File: src/exec_pkg.sv
// constants, field layouts and enumerations of the byte and bit execution unit
package exec_pkg;

  // ----------------------------------------------------------------
  // widths
  // ----------------------------------------------------------------
  localparam int PC_W     = 13;
  localparam int INSN_W   = 14;
  localparam int DATA_W   = 8;
  localparam int ADDR_W   = 7;
  localparam int BSEL_W   = 3;
  localparam int NIBBLE_W = 4;

  // ----------------------------------------------------------------
  // instruction field positions
  // ----------------------------------------------------------------
  localparam int OPC_MSB    = 13;
  localparam int OPC6_LSB   = 8;
  localparam int OPC5_LSB   = 9;
  localparam int OPC4_LSB   = 10;
  localparam int DEST_POS   = 7;
  localparam int FILE_MSB   = 6;
  localparam int BSEL_MSB   = 9;
  localparam int BSEL_LSB   = 7;
  localparam int LIT_MSB    = 7;
  localparam int LATCH_MSB  = 4;

  // ----------------------------------------------------------------
  // opcode codes
  // ----------------------------------------------------------------
  localparam logic [5:0] OPC6_ADD_ACCUM_TO_FILE  = 6'h07;
  localparam logic [5:0] OPC6_AND_ACCUM_WITH_FILE = 6'h05;
  localparam logic [5:0] OPC6_AND_LITERAL        = 6'h39;
  localparam logic [4:0] OPC5_ADD_LITERAL        = 5'h1F;
  localparam logic [3:0] OPC4_BIT_CLEAR          = 4'h4;
  localparam logic [3:0] OPC4_BIT_SET            = 4'h5;
  localparam logic [3:0] OPC4_TEST_SKIP_IF_ZERO  = 4'h6;
  localparam logic [3:0] OPC4_TEST_SKIP_IF_ONE   = 4'h7;

  // ----------------------------------------------------------------
  // internal file addresses and status bits
  // ----------------------------------------------------------------
  localparam logic [6:0] ADDR_PC_LOW   = 7'h02;
  localparam logic [6:0] ADDR_STATUS   = 7'h03;
  localparam logic [6:0] ADDR_PC_LATCH = 7'h0A;
  localparam int C_BIT     = 0;
  localparam int DIGIT_BIT = 1;
  localparam int Z_BIT     = 2;

  // ----------------------------------------------------------------
  // reset values, pc step and bit mask seed
  // ----------------------------------------------------------------
  localparam logic [12:0] PC_RESET     = 13'h0000;
  localparam logic [12:0] PC_STEP      = 13'h0001;
  localparam logic [13:0] INSN_RESET   = 14'h0000;
  localparam logic [7:0]  BYTE_ZERO    = 8'h00;
  localparam logic [7:0]  BIT_ONE      = 8'h01;

  // ----------------------------------------------------------------
  // enumerations
  // ----------------------------------------------------------------
  typedef enum logic [1:0]
  {
    PH_Q1 = 2'b00,
    PH_Q2 = 2'b01,
    PH_Q3 = 2'b10,
    PH_Q4 = 2'b11
  } phase_t;

  typedef enum logic [2:0]
  {
    ALU_PASS = 3'b000,
    ALU_ADD  = 3'b001,
    ALU_AND  = 3'b010,
    ALU_BCLR = 3'b011,
    ALU_BSET = 3'b100
  } alu_op_t;

endpackage

File: src/alu_if.sv
// operand and result bundle between the execution core and its alu
`timescale 1ns/100ps
interface alu_if;
  exec_pkg::alu_op_t op;
  logic [7:0]        a;
  logic [7:0]        b;
  logic [2:0]        bit_sel;
  logic [7:0]        result;
  logic              carry;
  logic              digit_carry;
  logic              zero;

  modport core
  (
    output op,
    output a,
    output b,
    output bit_sel,
    input  result,
    input  carry,
    input  digit_carry,
    input  zero
  );

  modport alu
  (
    input  op,
    input  a,
    input  b,
    input  bit_sel,
    output result,
    output carry,
    output digit_carry,
    output zero
  );
endinterface

File: src/alu_unit.sv
// byte alu: add, and, bit clear, bit set and pass with flag outputs
`timescale 1ns/100ps
module alu_unit
(
  alu_if.alu bus
);

  wire [4:0] low_sum;
  wire [8:0] full_sum;
  wire [7:0] bit_mask;

  // ----------------------------------------------------------------
  // adders for carry out of bit 7 and of bit 3
  // ----------------------------------------------------------------
  assign low_sum  = {1'b0, bus.a[exec_pkg::NIBBLE_W-1:0]} + {1'b0, bus.b[exec_pkg::NIBBLE_W-1:0]};
  assign full_sum = {1'b0, bus.a} + {1'b0, bus.b};
  assign bit_mask = exec_pkg::BIT_ONE << bus.bit_sel;

  always_comb
  begin
    unique case (bus.op)
      exec_pkg::ALU_ADD:  bus.result = full_sum[exec_pkg::DATA_W-1:0];
      exec_pkg::ALU_AND:  bus.result = bus.a & bus.b;
      exec_pkg::ALU_BCLR: bus.result = bus.a & ~bit_mask; // RULE13
      exec_pkg::ALU_BSET: bus.result = bus.a | bit_mask;  // RULE14
      exec_pkg::ALU_PASS: bus.result = bus.a;
      default:            bus.result = bus.a;
    endcase
  end

  assign bus.carry       = full_sum[exec_pkg::DATA_W];   // RULE19
  assign bus.digit_carry = low_sum[exec_pkg::NIBBLE_W];  // RULE19
  assign bus.zero        = (bus.result == exec_pkg::BYTE_ZERO); // RULE19

endmodule

File: src/byte_bit_instruction_exec.sv
// execution unit for the add, and, bit and bit-test-skip instructions
//
// How it works
// RULE1: flag updates override written status bits
// RULE2: reading pc low leaves holding latch alone
// RULE3: pc low write loads high byte from latch
// RULE4: bit ops read, modify, write whole byte
// RULE5: hardware status bits change only in Q1
// RULE6: four phases per cycle, one clock each
// RULE7: decode, read, process, write phases
// RULE8: add literal to accumulator, update three flags
// RULE9: add accumulator to file, update three flags
// RULE10: destination bit picks accumulator or file
// RULE11: and literal into accumulator, zero flag
// RULE12: and accumulator with file, zero flag
// RULE13: bit clear forces selected bit low
// RULE14: bit set forces selected bit high
// RULE15: skip next when tested bit is zero
// RULE16: skip next when tested bit is one
// RULE17: skip discards prefetch, runs a nop cycle
// RULE18: pc change costs two cycles, nop second
// RULE19: carry bit 7, digit carry bit 3, zero
// RULE20: seven-bit file field is the address
`timescale 1ns/100ps
module byte_bit_instruction_exec
(
  input  wire logic        clk_i,
  input  wire logic        reset_n_i,
  input  wire logic        clk_en_i,
  output      logic [12:0] prog_addr_o,
  input  wire logic [13:0] prog_data_i,
  output      logic [6:0]  file_addr_o,
  input  wire logic [7:0]  file_rdata_i,
  output      logic [7:0]  file_wdata_o,
  output      logic        file_we_o,
  input  wire logic [7:0]  hw_status_set_i,
  input  wire logic [7:0]  hw_status_clr_i,
  output      logic [7:0]  accum_o,
  output      logic [7:0]  status_o,
  output      logic [7:0]  pc_latch_o,
  output      logic [12:0] pc_o,
  output      logic [1:0]  phase_o,
  output      logic        forced_nop_o
);

  // ----------------------------------------------------------------
  // state
  // ----------------------------------------------------------------
  exec_pkg::phase_t phase;
  logic [13:0] insn_ff;
  logic [12:0] cur_pc_ff;
  logic [12:0] pc_ff;
  logic        nop_ff;
  logic [7:0]  accum_ff;
  logic [7:0]  status_ff;
  logic [7:0]  pc_latch_ff;
  logic [7:0]  opnd_ff;
  logic [7:0]  result_ff;
  logic        carry_ff;
  logic        digit_carry_ff;
  logic        zero_ff;
  logic        skip_ff;
  logic [7:0]  pend_set_ff;
  logic [7:0]  pend_clr_ff;

  alu_if alu_bus ();

  phase_seq u_phase_seq
  (
    .clk_i     (clk_i),
    .reset_n_i (reset_n_i),
    .clk_en_i  (clk_en_i),
    .phase_o   (phase)
  );

  alu_unit u_alu_unit
  (
    .bus (alu_bus)
  );

  // ----------------------------------------------------------------
  // decode
  // ----------------------------------------------------------------
  wire [5:0] opc6 = insn_ff[exec_pkg::OPC_MSB:exec_pkg::OPC6_LSB];
  wire [4:0] opc5 = insn_ff[exec_pkg::OPC_MSB:exec_pkg::OPC5_LSB];
  wire [3:0] opc4 = insn_ff[exec_pkg::OPC_MSB:exec_pkg::OPC4_LSB];
  wire [6:0] f_addr  = insn_ff[exec_pkg::FILE_MSB:0];                         // RULE20
  wire [2:0] bit_sel = insn_ff[exec_pkg::BSEL_MSB:exec_pkg::BSEL_LSB];
  wire [7:0] literal = insn_ff[exec_pkg::LIT_MSB:0];
  wire       dest_file_bit = insn_ff[exec_pkg::DEST_POS];

  wire is_add_lit   = (opc5 == exec_pkg::OPC5_ADD_LITERAL);
  wire is_and_lit   = (opc6 == exec_pkg::OPC6_AND_LITERAL);
  wire is_add_file  = (opc6 == exec_pkg::OPC6_ADD_ACCUM_TO_FILE);
  wire is_and_file  = (opc6 == exec_pkg::OPC6_AND_ACCUM_WITH_FILE);
  wire is_bit_clear = (opc4 == exec_pkg::OPC4_BIT_CLEAR);
  wire is_bit_set   = (opc4 == exec_pkg::OPC4_BIT_SET);
  wire is_skip_zero = (opc4 == exec_pkg::OPC4_TEST_SKIP_IF_ZERO);
  wire is_skip_one  = (opc4 == exec_pkg::OPC4_TEST_SKIP_IF_ONE);

  wire is_literal   = is_add_lit | is_and_lit;
  wire is_byte      = is_add_file | is_and_file;
  wire is_bit_rmw   = is_bit_clear | is_bit_set;
  wire is_bit_test  = is_skip_zero | is_skip_one;
  wire is_known     = is_literal | is_byte | is_bit_rmw | is_bit_test;

  // a forced nop or an opcode outside this unit does nothing
  wire active       = !nop_ff && is_known;                                  // RULE7
  wire reads_file   = active && (is_byte || is_bit_rmw || is_bit_test);
  wire writes_file  = active && ((is_byte && dest_file_bit) || is_bit_rmw); // RULE10 RULE4
  wire writes_accum = active && (is_literal || (is_byte && !dest_file_bit)); // RULE10
  wire upd_carries  = active && (is_add_lit || is_add_file);                // RULE8 RULE9
  wire upd_zero     = active && (is_add_lit || is_add_file || is_and_lit || is_and_file); // RULE11 RULE12

  wire sel_pc_low   = (f_addr == exec_pkg::ADDR_PC_LOW);
  wire sel_status   = (f_addr == exec_pkg::ADDR_STATUS);
  wire sel_latch    = (f_addr == exec_pkg::ADDR_PC_LATCH);
  wire sel_internal = sel_pc_low | sel_status | sel_latch;

  // ----------------------------------------------------------------
  // operand source and alu hookup
  // ----------------------------------------------------------------
  wire [7:0] file_value = sel_pc_low ? cur_pc_ff[exec_pkg::DATA_W-1:0] :      // RULE2
                          sel_status ? status_ff :
                          sel_latch  ? pc_latch_ff :
                                       file_rdata_i;
  wire [7:0] operand    = is_literal ? literal : file_value;
  wire       tested_bit = opnd_ff[bit_sel];

  assign alu_bus.op      = (is_add_lit || is_add_file) ? exec_pkg::ALU_ADD  :
                           (is_and_lit || is_and_file) ? exec_pkg::ALU_AND  :
                           is_bit_clear                ? exec_pkg::ALU_BCLR :
                           is_bit_set                  ? exec_pkg::ALU_BSET :
                                                         exec_pkg::ALU_PASS;
  assign alu_bus.a       = is_bit_rmw ? opnd_ff : accum_ff;                  // RULE4
  assign alu_bus.b       = opnd_ff;
  assign alu_bus.bit_sel = bit_sel;

  wire take_skip = active && ((is_skip_zero && !tested_bit) || (is_skip_one && tested_bit)); // RULE15 RULE16

  // ----------------------------------------------------------------
  // phase strobes and write-back terms
  // ----------------------------------------------------------------
  wire in_q1 = clk_en_i && (phase == exec_pkg::PH_Q1);
  wire in_q2 = clk_en_i && (phase == exec_pkg::PH_Q2);
  wire in_q3 = clk_en_i && (phase == exec_pkg::PH_Q3);
  wire in_q4 = clk_en_i && (phase == exec_pkg::PH_Q4);

  wire pc_low_write = writes_file && sel_pc_low;                              // RULE3
  wire status_write = writes_file && sel_status;
  wire latch_write  = writes_file && sel_latch;

  wire [12:0] jump_pc = {pc_latch_ff[exec_pkg::LATCH_MSB:0], result_ff};     // RULE3
  wire [12:0] nxt_pc  = pc_low_write ? jump_pc : pc_ff + exec_pkg::PC_STEP;

  // flags computed by the instruction win over the byte it wrote
  wire [7:0] status_base = status_write ? result_ff : status_ff;
  logic [7:0] nxt_status_q4;
  always_comb
  begin
    nxt_status_q4 = status_base;
    if (upd_carries)
    begin
      nxt_status_q4[exec_pkg::C_BIT]  = carry_ff;                            // RULE1
      nxt_status_q4[exec_pkg::DIGIT_BIT] = digit_carry_ff;                   // RULE1
    end
    if (upd_zero)
      nxt_status_q4[exec_pkg::Z_BIT] = zero_ff;                              // RULE1
  end

  // hardware events on clocks with clk_en_i high pile up until Q1, including one arriving in Q1 itself
  wire [7:0] all_set = pend_set_ff | hw_status_set_i;
  wire [7:0] all_clr = pend_clr_ff | hw_status_clr_i;
  wire [7:0] nxt_status_q1 = (status_ff & ~all_clr) | all_set;               // RULE5

  // ----------------------------------------------------------------
  // Q1: hardware status update
  // Q4: result write, fetch and pc advance
  // ----------------------------------------------------------------
  always_ff @(posedge clk_i)
  begin
    if (!reset_n_i)
      status_ff <= exec_pkg::BYTE_ZERO;
    else if (in_q1)
      status_ff <= nxt_status_q1;                                            // RULE5
    else if (in_q4)
      status_ff <= nxt_status_q4;                                            // RULE7
  end

  always_ff @(posedge clk_i)
  begin
    if (!reset_n_i)
    begin
      pend_set_ff <= exec_pkg::BYTE_ZERO;
      pend_clr_ff <= exec_pkg::BYTE_ZERO;
    end
    else if (clk_en_i)
    begin
      pend_set_ff <= in_q1 ? exec_pkg::BYTE_ZERO : all_set;                  // RULE5
      pend_clr_ff <= in_q1 ? exec_pkg::BYTE_ZERO : all_clr;
    end
  end

  // ----------------------------------------------------------------
  // Q2 operand read, Q3 process
  // ----------------------------------------------------------------
  always_ff @(posedge clk_i)
  begin
    if (!reset_n_i)
      opnd_ff <= exec_pkg::BYTE_ZERO;
    else if (in_q2)
      opnd_ff <= operand;                                                    // RULE7
  end

  always_ff @(posedge clk_i)
  begin
    if (!reset_n_i)
    begin
      result_ff      <= exec_pkg::BYTE_ZERO;
      carry_ff       <= 1'b0;
      digit_carry_ff <= 1'b0;
      zero_ff        <= 1'b0;
      skip_ff        <= 1'b0;
    end
    else if (in_q3)
    begin
      result_ff      <= alu_bus.result;                                     // RULE7
      carry_ff       <= alu_bus.carry;
      digit_carry_ff <= alu_bus.digit_carry;
      zero_ff        <= alu_bus.zero;
      skip_ff        <= take_skip;                                           // RULE15 RULE16
    end
  end

  always_ff @(posedge clk_i)
  begin
    if (!reset_n_i)
      accum_ff <= exec_pkg::BYTE_ZERO;
    else if (in_q4 && writes_accum)
      accum_ff <= result_ff;                                                 // RULE8 RULE10 RULE11
  end

  always_ff @(posedge clk_i)
  begin
    if (!reset_n_i)
      pc_latch_ff <= exec_pkg::BYTE_ZERO;
    else if (in_q4 && latch_write)
      pc_latch_ff <= result_ff;
  end

  // the word fetched here is dropped when the next cycle is forced to a nop
  always_ff @(posedge clk_i)
  begin
    if (!reset_n_i)
    begin
      insn_ff   <= exec_pkg::INSN_RESET;
      cur_pc_ff <= exec_pkg::PC_RESET;
      pc_ff     <= exec_pkg::PC_RESET;
      nop_ff    <= 1'b1;
    end
    else if (in_q4)
    begin
      insn_ff   <= prog_data_i;
      cur_pc_ff <= pc_ff;
      pc_ff     <= nxt_pc;                                                   // RULE3
      nop_ff    <= pc_low_write || skip_ff;                                  // RULE17 RULE18
    end
  end

  always_ff @(posedge clk_i)
  begin
    if (!reset_n_i)
      file_wdata_o <= exec_pkg::BYTE_ZERO;
    else if (in_q3)
      file_wdata_o <= alu_bus.result;                                        // RULE4
  end

  // ----------------------------------------------------------------
  // outputs
  // ----------------------------------------------------------------
  assign prog_addr_o  = pc_ff;
  assign file_addr_o  = f_addr;                                              // RULE20
  assign file_we_o    = in_q4 && writes_file && !sel_internal;               // RULE4
  assign accum_o      = accum_ff;
  assign status_o     = status_ff;
  assign pc_latch_o   = pc_latch_ff;
  assign pc_o         = cur_pc_ff;
  assign phase_o      = phase;
  assign forced_nop_o = nop_ff;

  wire unused_read = reads_file;

endmodule

File: src/phase_seq.sv
// four-phase instruction cycle sequencer
`timescale 1ns/100ps
module phase_seq
(
  input  wire logic            clk_i,
  input  wire logic            reset_n_i,
  input  wire logic            clk_en_i,
  output exec_pkg::phase_t     phase_o
);

  exec_pkg::phase_t phase_ff;
  exec_pkg::phase_t nxt_phase;

  // ----------------------------------------------------------------
  // one phase per clock with clk_en_i high, four per cycle
  // ----------------------------------------------------------------
  always_comb
  begin
    unique case (phase_ff)
      exec_pkg::PH_Q1: nxt_phase = exec_pkg::PH_Q2; // RULE6
      exec_pkg::PH_Q2: nxt_phase = exec_pkg::PH_Q3;
      exec_pkg::PH_Q3: nxt_phase = exec_pkg::PH_Q4;
      exec_pkg::PH_Q4: nxt_phase = exec_pkg::PH_Q1;
    endcase
  end

  always_ff @(posedge clk_i)
  begin
    if (!reset_n_i)
      phase_ff <= exec_pkg::PH_Q1;
    else if (clk_en_i)
      phase_ff <= nxt_phase;
  end

  assign phase_o = phase_ff;

endmodule

File: config.mk
export PLATFORM = sky130hd
export DESIGN_NAME = byte_bit_instruction_exec
export DESIGN_NICKNAME = d
export VERILOG_FILES = /design/src/exec_pkg.sv /design/src/alu_if.sv /design/src/alu_unit.sv /design/src/byte_bit_instruction_exec.sv /design/src/phase_seq.sv
export SDC_FILE = /design/constraint.sdc
export NUM_CORES = 1
export LEC_CHECK = 0
export BUFFER_PORTS_ARGS = -buffer_cell sky130_fd_sc_hd__buf_4
export CORE_ASPECT_RATIO = 0.5
export CORE_MARGIN = 2
export CORE_UTILIZATION = 50
export DETAILED_ROUTE_END_ITERATION = 12
export PLACE_DENSITY = 0.87
export SLEW_MARGIN = 20
export SYNTH_ARGS = -nofsm -noshare
export SYNTH_HDL_FRONTEND = slang
export SYNTH_SLANG_ARGS = --single-unit
File: constraint.sdc
create_clock -name clk_i -period 3 [get_ports clk_i]
set_input_delay 0.3 -clock clk_i [delete_from_list [all_inputs] [get_ports clk_i]]
set_output_delay 0.3 -clock clk_i [all_outputs]
set_load 0.1 [all_outputs]
Word level (Yosys, flattened, before mapping) --
Cells that the tools add are included. Widths: inputs -> output; s select.
Cells by class: order comparisons 1, multiplexer cells 21, shift operators 1, equal/unequal tests 18, reduce and logical (&&, ||, !) cells 42, $add $sub $neg 3, bitwise logic cells 18
Operators with widths (count):
- $mux 8 | 10
- $or 8x8->8 | 4
- $pmux 8 s4 | 1
- $and 8x8->8 | 3
- $logic_and 1x1->1 | 21
- $eq 4x3->1 const B | 4
- $not 8->8 | 2
- $eq 7x2->1 const B | 2
- $add 13x1->13 const B | 1
- $mux 13 | 1
- $eq 6x3->1 const B | 2
- $mux 3 | 4
- $add 8x8->9 | 1
- $or 1x1->1 | 9
- $logic_not 8->1 | 1
- $logic_or 1x1->1 | 8
- $pmux 2 s4 | 1
- $shl 1x3->8 const A | 1
- $eq 7x4->1 const B | 1
- $eq 3x2->1 const B | 2
- $eq 6x6->1 const B | 1
- $reduce_and 2->1 | 3
- $reduce_bool 3->1 | 2
- $add 4x4->5 | 1
- 12 further kinds | 18
Storage, ports and cells: register bits after elaboration 103

Depth between registers and ports, before layout --
Gate-level depths: netlist of the first run.
depth after elaboration 12, depth in mapped cells 13, gate-level depth less buffers 11

By module --
A second synthesis of the first run with hierarchy kept.
Unflattened totals: cells, all modules 769, area, all modules 6055.8 um2
By module, submodules not included:
- byte_bit_instruction_exec | area an instance 5092.4 um2, cells each 630, instances 1, seq. area each 2021.9 um2
- alu_unit | area an instance 860.8 um2, cells each 128, instances 1, seq. area each 0.0 um2
- phase_seq | area an instance 102.6 um2, cells each 11, instances 1, seq. area each 40.0 um2

Worst setup path before layout of the first run --
OpenSTA, ideal clock, no wires.
path kind reg-to-output, from reg u_phase_seq.phase_ff[1], in the netlist u_phase_seq.phase_o[1], to out file_we_o, cell stages (with the launch flop) 5, path buffers 1, setup slack -1.264 ns, data arrival time 3.964 ns, cells stage by stage dfxtp_1 -> ha_1 -> nand2_1 -> clkbuf_1 -> a311oi_1
Between the ends: longest elaborated chain between the ends 4
Ends and longest elaborated chain:
- from (decl) | RTL line phase_seq.sv:11 | exec_pkg::phase_t phase_ff;
- from (signal assigned) | RTL line phase_seq.sv:30 | phase_ff <= exec_pkg::PH_Q1;
- from (signal assigned) | RTL line phase_seq.sv:32 | phase_ff <= nxt_phase;
- $eq 2x2->1 | RTL line byte_bit_instruction_exec.sv:147 | wire in_q4 = clk_en_i && (phase == exec_pkg::PH_Q4);
- $logic_and 1x1->1 | RTL line byte_bit_instruction_exec.sv:147
- $logic_and 1x1->1 (2 in series) | RTL line byte_bit_instruction_exec.sv:283 | assign file_we_o = in_q4 && writes_file && !sel_internal;
- to (decl) | RTL line byte_bit_instruction_exec.sv:35 | output logic file_we_o,
Every way passes these cells.

Worst setup path after layout of the first run --
from reg insn_ff[13], to out file_we_o
Between the ends: longest elaborated chain between the ends 9, elaborated cells between the ends (all ways) 21
Ends and longest elaborated chain:
- from (decl) | RTL line byte_bit_instruction_exec.sv:50 | logic [13:0] insn_ff;
- from (signal assigned) | RTL line byte_bit_instruction_exec.sv:256 | insn_ff <= exec_pkg::INSN_RESET;
- from (signal assigned) | RTL line byte_bit_instruction_exec.sv:263 | insn_ff <= prog_data_i;
- $eq 6x6->1 (tied with other cells) | RTL line byte_bit_instruction_exec.sv:93 | wire is_and_lit = (opc6 == exec_pkg::OPC6_AND_LITERAL);
- $or 1x1->1, on equally long branches | RTL line byte_bit_instruction_exec.sv:101, byte_bit_instruction_exec.sv:102
- $or 1x1->1 (3 in series) | RTL line byte_bit_instruction_exec.sv:105 | wire is_known = is_literal | is_byte | is_bit_rmw | is_bit_test;
- $logic_and 1x1->1 | RTL line byte_bit_instruction_exec.sv:108 | wire active = !nop_ff && is_known;
- $logic_and 1x1->1 * | RTL line byte_bit_instruction_exec.sv:110 | wire writes_file = active && ((is_byte && dest_file_bit) || is_bit_rmw);
- $logic_and 1x1->1 * (2 in series) | RTL line byte_bit_instruction_exec.sv:283
Mark *: on every way between the ends. The rest lies on a longest branch, timed or not.

==> impl_results.md, run 1 <==
- Setup crit end: file_we_o
- GR Overflow Total: 0
- Comb power frac: 0.143
- Sequential share of the synthesized area: 0.3771
- Clock Sinks: 103
- Worst Hold Depth: 3
- Clock Latency Late Sink: between 300 and 400 ps
- Drt via density: 6.074
- RD Place Congestion: 0.9192
- Most frequent CP cell: buf_4
- Worst hold start: hw_status_clr_i[2]
- DR iter-0 viols: 504
- First-pass GRT wire length: around 27000 um
- Layout area overhead: 23.30%
- Core Area: around 10000 um^2
- Mapped cell area: between 5000 and 6000 um^2
- Max FO, Critical Path: 14
- Max Cap Viol: 0
- Psw: 964.2 uW
- CP Cell Sequence: buf_4, nor4b_2, nand2_1, o21ba_1, or2_1, a311oi_4, buf_4
- # fillers: 868
- Crit. End Element: output pin
- Clk pin slew, worst setup/hold paths: 80 ps
- Tightest Hold Check Type: in -> reg
- Syn Inst Count: 683
- Fin crit period: 2823 ps
- Clk network pwr share: 0.384
- Post-Synthesis Net Count: 739
- Tot GR Track Use: 0.2860
- DIE AREA: 11840 um^2
- Setup slack, reg-to-reg: 200 ps
- Int Power: ~2.1 mW
- Crit path from: insn_ff[13]
- Fin. Hold Viols: 0
- Critical Path RT: 2700 ps
- Vias in the first global route: 5090
- Rows: 26
- CTS buffer count: 9
- Syn avg cell area: 8.005 um^2
- R2R Path End: zero_ff
- Number of diodes: 0
- Worst slack at placement: approximately 55 ps
- DP Wirelength: approximately 12000 um
- Post-Layout Cell Count: 918
- Total routed wirelength: 16920 um
- Clock Path Buffers: 2
- CTS HTree Levels: 3
- Post-synth EDFFs: 0
- Critical path arrival: 2520 ps
- # port buffers: 109
- Final cycle utilization of the critical path: 0.9409
- Warnings, synthesis: 0
- IO Pins: between 100 and 150
- Slew @ Worst Pin: 695.5 ps
- CTS root buffer: clkbuf_16
- Max IR drop VDD: ~250 uV
- Post-route antenna net violation count: 0
- Switching share of total power: 0.3101
- R2R depth: 13
- Post-synth top flop: dfxtp_1
- Unique masters post-synth: 63
- PD cells: 461.2 nW/um^2
- Crit start category: flip-flop
- Nets: 829
- Drt first pass iters: 6
- Crit-path slowest cell: nor4b_2
- Worst Setup Slack, final: 177.3 ps
- FF+latch count, synth: a little over 100
- RR Startpoint: insn_ff[13]
- Fin. max-slew vios: 0
- DRC viols: 0
- Cells after DPL: between 900 and 1000
- Largest net degree at the start of global routing: 43
- Final setup violating endpoints: 0
- Max Clock Skew: 6.410 ps
- CTS tree: yes
- FMAX: 0.3543 GHz
- Die width: 151.9 um
- DR WL/cell: 18.43 um
- Die height: 77.95 um
- Via count: 5576
- Leak: 2.815 nW
- Initial Utilization: 0.5252
- Status: finished, final reports clean
- Setup CP Type: reg -> out
- Slew HR: 0.5363
- Initial antenna violation count: 0
- Sequential share of power: 0.473
- Asr flop ratio synth: 0
- CP peak stage delay: 350 ps
- Share of layout cells above drive strength 1: 0.2198
==> cells in the final DEF, fill, tap and decap left out, drive strengths merged, types with 14 or more instances in the layout <==
cell	Yosys	final
a211oi	34	34
a21oi	93	93
buf	20	131
dfxtp	103	103
ha	14	14
mux2i	39	39
nand2	108	108
nand3	17	17
nor2	65	65
o21ai	25	25
==> metal layers <==
| metal | vias to the layer above | wire length (um) | share of wire | GRT usage |
|---|---|---|---|---|
| met5 | - | 0 | 0 | 0 |
| met4 | 0 | 503 | 0.030 | 0.1224 |
| met3 | 54 | 1315 | 0.078 | 0.04749 |
| met2 | 280 | 7802 | 0.46 | 0.4536 |
| met1 | 2618 | 7297 | 0.43 | 0.3884 |
| li1 | 2624 | - | - | - |
==> cells in the mapped netlist, drive strengths merged (5+ instances only) <==
library cell / number / area (um^2)
a211oi: 34 / 260.3
a21o: 5 / 37.54
a21oi: 93 / 473.0
a31oi: 9 / 56.30
and2: 11 / 68.82
buf: 20 / 126.4
clkbuf: 32 / 121.4
dfxtp: 103 / 2062
ha: 14 / 175.2
inv: 7 / 26.27
mux2i: 39 / 390.4
nand2: 108 / 405.4
nand3: 17 / 90.09
nor2: 65 / 244.0
nor3: 9 / 45.04
nor3b: 10 / 75.07
nor4: 10 / 77.57
o21ai: 25 / 125.1
o22ai: 6 / 37.54
or2: 6 / 37.53
==> flip-flops by register name (all words and copies together) (netlist names), 2 cells and up <==
| signal | count |
|---|---|
| insn_ff | 14 |
| pc_o | 13 |
| prog_addr_o | 13 |
| accum_o | 8 |
| alu_bus.b | 8 |
| file_wdata_o | 8 |
| pc_latch_o | 8 |
| pend_clr_ff | 8 |
| pend_set_ff | 8 |
| status_o | 8 |
| u_phase_seq.phase_o | 2 |
==> through the flow <==
stage / power [mW] / utilization / setup TNS, ps / instance area [um^2] / hold slack (ps)
5_1_grt: 3.201 / 0.6476 / -9.703 / 6741 / 190.6
3_5_place_dp: 1.938 / 0.6169 / 0 / 6422 / 449.2
4_1_cts: 3.098 / 0.6456 / 0 / 6720 / 186.2
6_report: 3.109 / 0.6476 / 0 / 6741 / 182.2
3_3_place_gp: 1.929 / 0.6169 / 0 / 6422 / 446.5
2_1_floorplan: 1.796 / - / 0 / 5500 / 432.6
==> cell families (layout without fill, tap and decap cells) <==
kind of cell,count (synthesis),count (layout),share of synthesized area
compound gates,192,192,0.2128
xor+xnor,7,7,0.01121
fa+ha+maj,15,15,0.03570
buf+inv,60,155,0.05080
flops,103,103,0.3771
mux,42,42,0.08169
simple gates,264,264,0.2307
==> worst min-delay path by stage <==
stage	slack, ps	endpoint
after detailed placement	450	pc_o[10]
after floorplan	430	skip_ff
after global routing	190	insn_ff[8]
after CTS	190	pend_clr_ff[1]
final	180	pend_clr_ff[2]
after global placement	450	pc_o[8]
==> cell type report <==
type                    instances  area, um^2  share of cell area
clock inverters                 7       72.57             0.01076
inverters                       8       30.03            0.004454
clock buffers                   9       225.2             0.03341
repair buffers                131       999.7              0.1483
flip-flops and latches        103        2062              0.3059
multi-input cells             520        3177              0.4712
well taps                     140       175.2             0.02598
==> power groups by stage <==
stage	Clock (mW)	Combinational, mW	Sequential (mW)
final	1.19	0.443	1.47
after global routing	1.25	0.473	1.48
after CTS	1.19	0.439	1.47
after detailed placement	0	0.437	1.50
after global placement	0	0.429	1.50
after floorplan	0	0.169	1.63
==> timing repair <==
item | 4_1_cts | 5_1_grt
setup buffers | 0 | 1
resized for setup | 0 | 6
hold buffers | 0 | 0
setup endpoints to repair | 0 | 1
==> critical path: cells and delay by family (launching register included) <==
family	cells	cell delay, ps
and+or+nand+nor	3	830
DFF	1	340
AOI/OAI and AO/OA	2	480
buffers and inverters	2	520
No activity file was read; power rests on OpenSTA's default activity.
==> run 2, diff against run 1 <==
--- a/config.mk
+++ b/config.mk
@@ -8,9 +8,9 @@
 export BUFFER_PORTS_ARGS = -buffer_cell sky130_fd_sc_hd__buf_4
 export CORE_ASPECT_RATIO = 0.5
 export CORE_MARGIN = 2
-export CORE_UTILIZATION = 50
+export CORE_UTILIZATION = 48
 export DETAILED_ROUTE_END_ITERATION = 12
-export PLACE_DENSITY = 0.87
+export PLACE_DENSITY = 0.84
 export SLEW_MARGIN = 20
 export SYNTH_ARGS = -nofsm -noshare
 export SYNTH_HDL_FRONTEND = slang
==> run 2 against run 1 <==
  * Global-route usage fell by 0.74 points
  * Combinational power decreased by 1%
  * Highest routed layer unchanged
  * Cell area about the same
  * Clock power barely moved
  * Critical endpoint is now zero_ff
  * Critical path type is now reg -> reg
  * First-iteration DRC count rose by 3.6%
==> impl_results.md, run 2 (synthesized netlist as in run 1, its figures left out) <==
- # port buffers: 109
- Clk pin slew, worst setup/hold paths: 70 ps
- # fillers: 933
- Tot Pwr: 3.085 mW
- CTS tree: yes
- PD cells: 458.0 nW/um^2
- Final setup violating endpoints: 0
- Initial Utilization: 0.4950
- Postcts setup bufs: 0
- DIE AREA: ~12000 um^2
- First-pass GRT wire length: 27050 um
- Worst slack at placement: 84.97 ps
- Worst hold start: hw_status_clr_i[5]
- Leak: 2.799 nW
- Met2 wire len: 7791 um
- Max FFs per register: 14
- Critical Path RT: 3280 ps
- Crit. End Element: flip-flop
- Tightest Hold Check Type: in -> reg
- Final Util: 0.6097
- Most common cell after layout, fill and taps aside: buf_4
- Fin. max-slew vios: 0
- Max FO, Critical Path: 2
- Initial antenna violation count: 0
- Biggest register: insn_ff
- Final setup TNS: 0 ps
- Worst hold slack: approximately 180 ps
- Die width: around 150 um
- Crit start category: flip-flop
- Total routed wirelength: 16880 um
- RD Place Congestion: between 0.9 and 1
- Most frequent cells in the layout: buf_4, nand2_1, dfxtp_1
- CTS HTree Levels: 3
- DR iter-0 viols: 522
- DP Area: between 6000 and 7000 um^2
- Tot GR Track Use: 0.2786
- Via count: approximately 5500
- DR WL/cell: around 18 um
- CTS root buffer: clkbuf_16
- Cts hold-fix bufs: 0
- DRC viols: 0
- Slew @ Worst Pin: 743.5 ps
- R2R depth: 11
- Setup CP Type: reg -> reg
- Clock Sinks: 103
- Nets: slightly above 800
- Wire length on met1: 7479 um
- Slew HR: 0.5043
- WL met3: 1230 um
- Post-route antenna net violation count: 0
- Layout area overhead: 23.18%
- R2R Path End: zero_ff
- CTS buffer count: 9
- Fin crit period: ~2800 ps
- DP Wirelength: around 12000 um
- Rows: 27
- Critical path arrival: 3090 ps
- Die height: ~79 um
- Clock Path Buffers: 2
- IO Pins: between 100 and 150
- Final Instance Area: 6735 um^2
- Max Cap Viol: 0
- Vias in the first global route: 5040
- Worst hold endpoint: pend_clr_ff[5]
- Fin. Hold Viols: 0
- Post-Layout Cell Count: 921
- Max Clock Skew: between 10 and 15 ps
- RSZ-0062 raised after global routing: false
- Number of diodes: 0
- Max IR drop VDD: 302.5 uV
- RR Startpoint: insn_ff[12]
- Core Area: around 11000 um^2
- GR Overflow Total: 0
- Cells after DPL: 905
- Largest net degree at the start of global routing: 64
- Drt first pass iters: 5
- Share of layout cells above drive strength 1: 0.2178
- Worst Hold Depth: 3
- Clock Latency Late Sink: 360 ps
- Worst Setup Slack, final: 189.2 ps
- DR top layer: met4
- Status: finished, final reports clean
- Final cycle utilization of the critical path: 0.9369
- Drt via density: 5.973
- Setup slack, reg-to-reg: roughly 190 ps
- FMAX: between 0.3 and 0.4 GHz
run 2: repair_timing:
action | CTS | global route
gates resized for setup | 0 | 7
endpoints found under the hold margin | 0 | 0
setup endpoints to repair | 0 | 1
run 2: layer usage:
layer  global-route usage  vias to the layer above
met3              0.06569                       35
met4              0.06574                        0
met2               0.4511                      222
met5                    0                        -
li1                     -                     2617
met1               0.3783                     2627
run 2: cell type report:
type                            count  area (um^2)  share of cell area
Clock buffer                       11        242.7             0.03604
Clock inverter                      5        45.04            0.006688
Inverter                            8        30.03            0.004458
Multi-Input combinational cell    520         3189              0.4735
Sequential cell                   103         2062              0.3061
Tap cell                          145        181.4             0.02694
Timing Repair Buffer              129        984.7              0.1462
run 2: how the worst max path moves through the flow:
stage / start / to / slack [ps]
6_report: insn_ff[12] / zero_ff / 190
5_1_grt: insn_ff[12] / zero_ff / 30
4_1_cts: insn_ff[12] / zero_ff / 80
3_5_place_dp: insn_ff[12] / zero_ff / 80
3_3_place_gp: insn_ff[13] / zero_ff / 160
2_1_floorplan: insn_ff[12] / zero_ff / 30
run 2: critical path: stages, from the launching register on:
cell and delay, ps:
dfxtp_1 350, nor3b_4 220, mux2_2 390, ha_1 230, fa_2 370, a21o_1 180, a21oi_2 170, o21ai_1 110
xor2_1 160, a211oi_2 220, nand4_1 110, o31ai_1 230
run 2: where the power goes:
| part | switching (mW) | internal [mW] | total (mW) |
|---|---|---|---|
| clock network | 0.568 | 0.602 | 1.17 |
| registers | 0.0650 | 1.41 | 1.48 |
| logic | 0.299 | 0.139 | 0.438 |
